## config.mk

```make
export PLATFORM = sky130hd
export DESIGN_NAME = fifo_port_pin_mux
export DESIGN_NICKNAME = d
export VERILOG_FILES = /design/src/logic/pin_mux_pkg.sv /design/src/logic/pin_sync_if.sv /design/src/logic/pin_sync.sv /design/src/logic/fifo_port_pin_mux.sv
export SDC_FILE = /design/constraint.sdc
export NUM_CORES = 1
export LEC_CHECK = 0
export ABC_AREA = 1
export BUFFER_PORTS_ARGS = -buffer_cell sky130_fd_sc_hd__buf_2
export CORE_UTILIZATION = 48
export DETAILED_ROUTE_END_ITERATION = 10
export PLACE_DENSITY_LB_ADDON = 0.2
export SKIP_CTS_REPAIR_TIMING = 1
export SYNTH_ARGS = -nofsm -noshare
export SYNTH_HDL_FRONTEND = slang
export SYNTH_SLANG_ARGS = --single-unit
```

## constraint.sdc

```tcl
create_clock -name sys_clk -period 1.4 [get_ports sys_clk]
set_clock_uncertainty 0.1 [all_clocks]
set_input_delay 0.14 -clock sys_clk [delete_from_list [all_inputs] [get_ports sys_clk]]
set_output_delay 0.14 -clock sys_clk [all_outputs]
set_load 0.005 [all_outputs]
```

## src/logic/pin_mux_pkg.sv

```systemverilog
// Behaviour
// - In slave FIFO mode port A bits 4 and 5 are inputs selecting the FIFO.
// - Port A bit 6 alternate: asserted packet-commit input commits gathered FIFO data.
// - Packet-commit active level is chosen by polarity bit 5.
// - Port A bit 7 is port bit, status flag output or chip-select input.
// - With chip-select in use, FIFO enables and strobes count only while selected.
// - Interface mode switches port B between port bits and low data byte.
// - Port C alternate-select bit n (0 to 6) picks port bit or waveform address bit n; bit 7 is always a port bit.
// - In port role a pin drives, floats or is read as a port bit.
// - In slave FIFO mode port A bit 2 is output enable, polarity bit 4.
package pin_mux_pkg;

   // ----------------------------------------------------------------
   // Interface mode field encodings
   // ----------------------------------------------------------------
   localparam logic [1:0] IF_MODE_PORTS = 2'h0;
   localparam logic [1:0] IF_MODE_WAVEFORM = 2'h2;
   localparam logic [1:0] IF_MODE_SLAVE_FIFO = 2'h3;
   localparam logic [1:0] IF_MODE_RESET = 2'h0;

   // ----------------------------------------------------------------
   // Field positions
   // ----------------------------------------------------------------
   localparam int POL_OE_BIT = 4;
   localparam int POL_COMMIT_BIT = 5;
   localparam int ALT_A_BIT7 = 7;

   // ----------------------------------------------------------------
   // Reset values
   // ----------------------------------------------------------------
   localparam logic [7:0] ALT_RESET = 8'h00;
   localparam logic [7:0] POL_RESET = 8'h00;
   localparam logic [7:0] PORT_RESET = 8'h00;
   localparam int SYNC_STAGES = 2;

endpackage

```

## src/logic/pin_sync_if.sv

```systemverilog
`timescale 1ns/10ps
// Raw pin levels in, synchronised levels out.
interface pin_sync_if;
   logic [7:0] pa_raw;
   logic [7:0] pb_raw;
   logic [7:0] pc_raw;
   logic [7:0] pa_sync;
   logic [7:0] pb_sync;
   logic [7:0] pc_sync;
   modport sync (input pa_raw, input pb_raw, input pc_raw,
                 output pa_sync, output pb_sync, output pc_sync);
   modport user (output pa_raw, output pb_raw, output pc_raw,
                 input pa_sync, input pb_sync, input pc_sync);
endinterface

```

## src/logic/pin_sync.sv

```systemverilog
`timescale 1ns/10ps
module pin_sync (
   input wire logic sys_clk,
   input wire logic rst_n,
   pin_sync_if.sync pins
);
   logic [23:0] stage1_r;
   logic [23:0] stage2_r;

   always_ff @(posedge sys_clk) begin
      if (!rst_n) begin
         stage1_r <= 24'h000000;
         stage2_r <= 24'h000000;
      end else begin
         stage1_r <= {pins.pc_raw, pins.pb_raw, pins.pa_raw};
         stage2_r <= stage1_r;
      end
   end

   assign pins.pa_sync = stage2_r[7:0];
   assign pins.pb_sync = stage2_r[15:8];
   assign pins.pc_sync = stage2_r[23:16];
endmodule

```

## src/logic/fifo_port_pin_mux.sv

```systemverilog
`timescale 1ns/10ps
module fifo_port_pin_mux (
   input wire logic sys_clk,
   input wire logic rst_n,
   input wire logic [1:0] interface_config,
   input wire logic [7:0] port_a_alt_select,
   input wire logic [7:0] port_c_alt_select,
   input wire logic [7:0] fifo_pin_polarity,
   input wire logic [7:0] port_a_out,
   input wire logic [7:0] port_a_dir,
   input wire logic [7:0] port_b_out,
   input wire logic [7:0] port_b_dir,
   input wire logic [7:0] port_c_out,
   input wire logic [7:0] port_c_dir,
   input wire logic fourth_status_flag,
   input wire logic [7:0] fifo_data_out,
   input wire logic fifo_data_drive,
   input wire logic [6:0] waveform_addr_out,
   input wire logic [7:0] pa_pin_in,
   input wire logic [7:0] pb_pin_in,
   input wire logic [7:0] pc_pin_in,
   output logic [7:0] pa_pin_out,
   output logic [7:0] pa_pin_oe,
   output logic [7:0] pb_pin_out,
   output logic [7:0] pb_pin_oe,
   output logic [7:0] pc_pin_out,
   output logic [7:0] pc_pin_oe,
   output logic [7:0] port_a_in,
   output logic [7:0] port_b_in,
   output logic [7:0] port_c_in,
   output logic [7:0] interface_data_bus,
   output logic fifo_select_in0,
   output logic fifo_select_in1,
   output logic packet_commit_in,
   output logic slave_output_enable,
   output logic slave_chip_select_n,
   output logic fifo_strobes_allowed
);

   // ----------------------------------------------------------------
   // Pin synchronisers
   // ----------------------------------------------------------------
   pin_sync_if sif ();
   assign sif.pa_raw = pa_pin_in;
   assign sif.pb_raw = pb_pin_in;
   assign sif.pc_raw = pc_pin_in;

   pin_sync u_sync (
      .sys_clk(sys_clk),
      .rst_n(rst_n),
      .pins(sif.sync)
   );

   // ----------------------------------------------------------------
   // Role decode
   // ----------------------------------------------------------------
   function automatic logic fifo_mode(input logic [1:0] m);
      return m == pin_mux_pkg::IF_MODE_SLAVE_FIFO;
   endfunction

   // Only the waveform and slave FIFO codes hand port B to the data bus.
   function automatic logic bus_mode(input logic [1:0] m);
      return (m == pin_mux_pkg::IF_MODE_WAVEFORM) || (m == pin_mux_pkg::IF_MODE_SLAVE_FIFO);
   endfunction

   logic slave_m;
   logic data_m;
   logic cs_m;
   logic flag_m;
   assign slave_m = fifo_mode(interface_config);
   assign data_m = bus_mode(interface_config);
   assign cs_m = slave_m && port_a_alt_select[pin_mux_pkg::ALT_A_BIT7];
   assign flag_m = data_m && !cs_m;

   logic cs_active;
   assign cs_active = !sif.pa_sync[7];

   // ----------------------------------------------------------------
   // Port A drive
   // ----------------------------------------------------------------
   logic [7:0] pa_out_nxt;
   logic [7:0] pa_oe_nxt;
   always_comb begin
      pa_out_nxt = port_a_out;
      pa_oe_nxt = port_a_dir;
      if (slave_m) begin
         pa_oe_nxt[2] = 1'b0;
         pa_oe_nxt[5:4] = 2'b00;
         pa_oe_nxt[6] = 1'b0;
      end
      if (cs_m) begin
         pa_oe_nxt[7] = 1'b0;
      end else if (flag_m) begin
         pa_out_nxt[7] = fourth_status_flag;
         pa_oe_nxt[7] = 1'b1;
      end
   end

   // ----------------------------------------------------------------
   // Port B and port C drive
   // ----------------------------------------------------------------
   logic [7:0] pb_out_nxt;
   logic [7:0] pb_oe_nxt;
   assign pb_out_nxt = data_m ? fifo_data_out : port_b_out;
   assign pb_oe_nxt = data_m ? {8{fifo_data_drive}} : port_b_dir;

   logic [7:0] pc_out_nxt;
   logic [7:0] pc_oe_nxt;
   genvar gi;
   generate
      for (gi = 0; gi < 7; gi++) begin : g_pc
         assign pc_out_nxt[gi] = port_c_alt_select[gi] ? waveform_addr_out[gi] : port_c_out[gi];
         assign pc_oe_nxt[gi] = port_c_alt_select[gi] | port_c_dir[gi];
      end
   endgenerate
   assign pc_out_nxt[7] = port_c_out[7];
   assign pc_oe_nxt[7] = port_c_dir[7];

   // ----------------------------------------------------------------
   // Pin output registers
   // ----------------------------------------------------------------
   always_ff @(posedge sys_clk) begin
      if (!rst_n) begin
         pa_pin_out <= pin_mux_pkg::PORT_RESET;
         pa_pin_oe <= pin_mux_pkg::PORT_RESET;
         pb_pin_out <= pin_mux_pkg::PORT_RESET;
         pb_pin_oe <= pin_mux_pkg::PORT_RESET;
         pc_pin_out <= pin_mux_pkg::PORT_RESET;
         pc_pin_oe <= pin_mux_pkg::PORT_RESET;
      end else begin
         pa_pin_out <= pa_out_nxt;
         pa_pin_oe <= pa_oe_nxt;
         pb_pin_out <= pb_out_nxt;
         pb_pin_oe <= pb_oe_nxt;
         pc_pin_out <= pc_out_nxt;
         pc_pin_oe <= pc_oe_nxt;
      end
   end

   // ----------------------------------------------------------------
   // Readback and alternate inputs
   // ----------------------------------------------------------------
   always_ff @(posedge sys_clk) begin
      if (!rst_n) begin
         port_a_in <= pin_mux_pkg::PORT_RESET;
         port_b_in <= pin_mux_pkg::PORT_RESET;
         port_c_in <= pin_mux_pkg::PORT_RESET;
         interface_data_bus <= pin_mux_pkg::PORT_RESET;
      end else begin
         port_a_in <= sif.pa_sync;
         port_b_in <= sif.pb_sync;
         port_c_in <= sif.pc_sync;
         interface_data_bus <= data_m ? sif.pb_sync : pin_mux_pkg::PORT_RESET;
      end
   end

   logic gate_ok;
   assign gate_ok = slave_m && (!cs_m || cs_active);

   // ----------------------------------------------------------------
   // FIFO address selects
   // ----------------------------------------------------------------
   // The selects are addresses, not strobes, so chip-select does not gate them.
   always_ff @(posedge sys_clk) begin
      if (!rst_n) begin
         fifo_select_in0 <= 1'b0;
         fifo_select_in1 <= 1'b0;
      end else begin
         fifo_select_in0 <= slave_m && sif.pa_sync[4];
         fifo_select_in1 <= slave_m && sif.pa_sync[5];
      end
   end

   // ----------------------------------------------------------------
   // Packet commit
   // ----------------------------------------------------------------
   // An idle pin at the inactive level must never read as a commit.
   always_ff @(posedge sys_clk) begin
      if (!rst_n) begin
         packet_commit_in <= 1'b0;
      end else begin
         packet_commit_in <= gate_ok &&
            (sif.pa_sync[6] == fifo_pin_polarity[pin_mux_pkg::POL_COMMIT_BIT]);
      end
   end

   // ----------------------------------------------------------------
   // Slave output enable
   // ----------------------------------------------------------------
   always_ff @(posedge sys_clk) begin
      if (!rst_n) begin
         slave_output_enable <= 1'b0;
      end else begin
         slave_output_enable <= gate_ok &&
            (sif.pa_sync[2] == fifo_pin_polarity[pin_mux_pkg::POL_OE_BIT]);
      end
   end

   // ----------------------------------------------------------------
   // Chip-select and strobe gate
   // ----------------------------------------------------------------
   // Both outputs use the same synchronised sample, so with chip-select in use they never disagree.
   always_ff @(posedge sys_clk) begin
      if (!rst_n) begin
         slave_chip_select_n <= 1'b1;
         fifo_strobes_allowed <= 1'b0;
      end else begin
         slave_chip_select_n <= cs_m ? sif.pa_sync[7] : 1'b1;
         fifo_strobes_allowed <= gate_ok;
      end
   end

endmodule

```

# Yosys cells after proc, flatten, opt, wreduce, memory -nomap -nowiden
# Index checks and enable logic that the tools add are counted.
[op_classes]
eq_ne = 4
mux = 12
n_reduce_logical = 15
bitwise = 8
[op_table]
columns = ["operator", "n"]
rows = [
  ["2-to-1 mux 8 bit", 2],
  ["2-to-1 mux 1 bit", 10],
  ["logical AND 1 bit", 7],
  ["OR 1 bit", 7],
  ["== test 2 bit, second input constant", 2],
  ["AND reduction 2 bit", 2],
  ["OR reduction 2 bit", 2],
  ["== test 1 bit", 2],
  ["zero test 1 bit", 2],
  ["logical OR 1 bit", 2],
  ["inverter 1 bit", 1],
]
[totals]
register_bits = 134
input_bits = 117
elab_cells = 59

# Depth between registers and ports, before layout
[logic_depth]
depth_word = 6
depth_mapped = 4

# Hierarchy
# From an unflattened synthesis, not the netlist that was laid out.
[unflattened]
hier_cells = 433
area_unflattened_um2 = 3921.3
[modules_own_cells]
columns = ["mod", "seq_area_each_um2", "n_inst", "area_per_inst_um2", "cells_each"]
rows = [
  ["fifo_port_pin_mux", 1721.7, 1, 2560.0, 284],
  ["pin_sync", 960.9, 1, 1361.3, 149],
]

# Worst setup path before layout
# OpenSTA, ideal clock, no wires.
[synth_timing]
kind = "register to register"
startpoint = "reg u_sync.stage2_r[7]"
endpoint = "reg packet_commit_in"
arrival_time_ns = 0.575
t_required_ns = 1.236
setup_slack_ns = 0.661
path_stages_with_launch = 4
setup_time_ns = 0.064
cell_sequence = "dfxtp_1 > a21oi_1 > nand2_1 > nor2_1"
[synth_via]
elab_chain_cells = 4
[synth_rtl]
columns = ["element", "line_no", "source"]
rows = [
  ["start, declared", "pin_sync.sv:8", "logic [23:0] stage2_r;"],
  ["start signal, assigned", "pin_sync.sv:16", "stage2_r <= stage1_r;"],
  ["zero test 1 bit", "fifo_port_pin_mux.sv:76", "assign cs_active = !sif.pa_sync[7];"],
  ["logical OR 1 bit", "fifo_port_pin_mux.sv:158", "assign gate_ok = slave_m && (!cs_m || cs_active);"],
  ["logical AND 1 bit", "fifo_port_pin_mux.sv:158", ""],
  ["logical AND 1 bit", "fifo_port_pin_mux.sv:182", "packet_commit_in <= gate_ok &&"],
  ["end signal, assigned", "fifo_port_pin_mux.sv:182", ""],
  ["end, declared", "fifo_port_pin_mux.sv:34", "output logic packet_commit_in,"],
]
# No other way between the ends.
# A chain may end at the register's enable or synchronous reset.

# Worst setup path after layout
[layout_timing]
startpoint = "in port_c_alt_select[6]"
endpoint = "reg pc_pin_out[6]"
[layout_via]
elab_chain_cells = 1
[layout_rtl]
columns = ["element", "line_no", "source"]
rows = [
  ["start, declared", "fifo_port_pin_mux.sv:7", "input wire logic [7:0] port_c_alt_select,"],
  ["2-to-1 mux 1 bit", "fifo_port_pin_mux.sv:112", "assign pc_out_nxt[gi] = port_c_alt_select[gi] ? waveform_addr_out[gi] : port_c_out[gi];"],
  ["end signal, assigned", "fifo_port_pin_mux.sv:128", "pc_pin_out <= pin_mux_pkg::PORT_RESET;"],
  ["end signal, assigned", "fifo_port_pin_mux.sv:135", "pc_pin_out <= pc_out_nxt;"],
  ["end, declared", "fifo_port_pin_mux.sv:26", "output logic [7:0] pc_pin_out,"],
]
# No other way between the ends.

==> results_dict.tcl <==
set metrics [dict create \
    row_count 32 \
    synth-main-ff-cell "dfxtp_1" \
    rrSetupSlack_ps 540 \
    vias 3655 \
    antenna_found_initial 0 \
    cp.arrival_ps 1670 \
    place_hpwl_mm 5.507 \
    r2r-start "u_sync.stage2_r[7]" \
    path_clk_slew_ps 60 \
    hold_end "fifo_strobes_allowed" \
    ant_nets 0 \
    max-vdd-ir-drop_v 0.001157 \
    asyncSetResetFlopFracSynth_pct 0 \
    status "finished, violations left" \
    drive_above_1_share_pct 30.32 \
    whs_ps -4.865 \
    first_iter_violations 89 \
    period_needed_ps 1383 \
    slew_headroom_pct 72.70 \
    syn_area_per_cell_um2 9.033 \
    ys.warnings.count 0 \
    critPathLaunchType "input port" \
    die_h_um 92.27 \
    drc 0 \
    antennaDiodeCount 0 \
    path_depth 5 \
    hold_viol_final 1 \
    cts_tree "done" \
    cts_root_buf "clkbuf_8" \
    totalWireLength_mm 10.79 \
    utilization_pct 82.72 \
    drv_slew 0 \
    hold_path.class "input port to flop" \
    h-tree-depth 4 \
    fin_nets 847 \
    tightest_slew_ps 408.9 \
    critical-path-max-stage-delay_ps 570 \
    finalSetupViolCount 0 \
    synth_cells 433 \
    critPathKind "input port to flop" \
    yosysTopAreaCell "dfxtp_1" \
    area_growth_pct 65.13 \
    min_from "interface_config[0]" \
    core_mm2 0.007807 \
    fmax_mhz 723.1 \
    grt_use_total_pct 19.35 \
    wl_per_cell_um 12.78 \
    clkLatencyLatePin_ps 500 \
    dpl_cell_area_mm2 0.004911 \
    hold-path-cell-count 5 \
    crit_chain "dlygate4sd3_1, buf_2, o21ai_0, a21oi_1, dlygate4sd3_1" \
    path_delay_family "buffers and inverters" \
    dieWidth_um 92.27 \
    final_cells 844 \
    vias_per_cell 4.331 \
    globalplace.congestion 0.8288 \
    p_total_mw 8.717 \
    stdcell_area_mm2 0.006459 \
    period_share_pct 98.78 \
    die-area_mm2 0.008514 \
    pin_count 203 \
    cpMostUsedCell "dlygate4sd3_1" \
    yosys-top-cells-area "dfxtp_1 69%, inv_1 9.4%, nand2_1 9.3%" \
    failed_checks "negative hold slack" \
    synth_cell_types 14 \
    slowest_stage "dlygate4sd3_1" \
    drv_cap 0 \
    leakagePower_nw 3.796 \
    syn_area_mm2 0.003911 \
    yosysMostFrequentCell "dfxtp_1" \
    start_util_pct 50.10 \
    synth_nets 550 \
    grt_max_degree 54 \
    grt_overflow 0 \
    required_ps 1690 \
    crit_fanout 3 \
    cts.sinks 134 \
    dp_cells 711 \
    first_pass_iters 4 \
    end_kind "flop" \
    ff2ff_path_depth 3 \
    synth_edf_count 0 \
    cts_buffer_depth 2 \
    critPathBufInv 3 \
    reg2reg_to "slave_output_enable" \
    p_per_area_mw_per_mm2 1350 \
    grt_pass1_wl_mm 12.63 \
    grt_pass1_vias 2869 \
    synth_seq_cells 134 \
    yosysSeqAreaShare_pct 68.59 \
    reg_top3 "u_sync.stage1_r (24), u_sync.stage2_r (24)" \
    portBuffers 188 \
    cts_inserted_buffers 17 \
    synth.top_cells.by_count "134 x dfxtp_1, 98 x inv_1, 97 x nand2_1" \
    synth_top_area_share_pct 68.59 \
]
## cells in the final DEF, fill, tap and decap left out, types with 4 or more instances in the layout
master and count:
inv_1 98, inv_6 4, nand2_1 97, clkbuf_16 16, a21oi_1 17, buf_2 187, nor2_1 49, dlygate4sd3_1 102
dfxtp_1 134, o21ai_0 15
## per-stage QoR
stage / TNS (ps) / hold slack (ps) / setup slack, ps
2_1_floorplan: 0 / 133.5 / 660.8
3_3_place_gp: 0 / 222.0 / 346.7
3_5_place_dp: 0 / 224.4 / 292.4
4_1_cts: 0 / -298.4 / 194.8
5_1_grt: -15.48 / 16.64 / -15.48
6_report: 0 / -4.865 / 17.04
## worst max-delay path by stage
stage          slack, ps                    end                  from
2_1_floorplan        660       packet_commit_in    u_sync.stage2_r[7]
3_3_place_gp         350           pb_pin_oe[0]   interface_config[1]
6_report              20          pc_pin_out[6]  port_c_alt_select[6]
3_5_place_dp         290  interface_data_bus[3]                 rst_n
4_1_cts              190           port_c_in[0]          port_c_in[0]
5_1_grt              -20          pc_pin_out[6]  port_c_alt_select[6]
## where the power goes
group / switching (mW) / total (mW) / internal [mW]
clock network: 1.66 / 3.89 / 2.23
logic: 0.334 / 0.782 / 0.448
registers: 0.0491 / 4.04 / 3.99
## kinds of logic (layout without fill, tap and decap cells)
kind of cell | Yosys count | after routing | share of synthesized area (%)
simple gates | 150 | 150 | 14.56
buf+inv | 115 | 424 | 12.32
flops | 134 | 134 | 68.59
xor+xnor | 2 | 2 | 0.4479
compound gates | 32 | 32 | 4.095
## cell type report
type	count	area (um^2)
tap	102	127.6
inverter	100	375.4
clock buffer	18	427.9
fill	451	1349
multi-input combinational	184	747.0
sequential	134	2683
timing repair buffer	293	1999
clock inverter	13	98.84
## per-layer routing
layer	global-route usage [%]	part of all wire, %
met5	0	0
met4	9.245	2.8
met3	6.302	6.4
met2	33.83	54
met1	21.07	37
## worst register-to-register path, cell delays in order (launching register included)
cell and delay [ps]:
dfxtp_1 330, a21oi_1 140, nand2_1 110, nor2_1 110
Power figures use the tool's default switching activity.
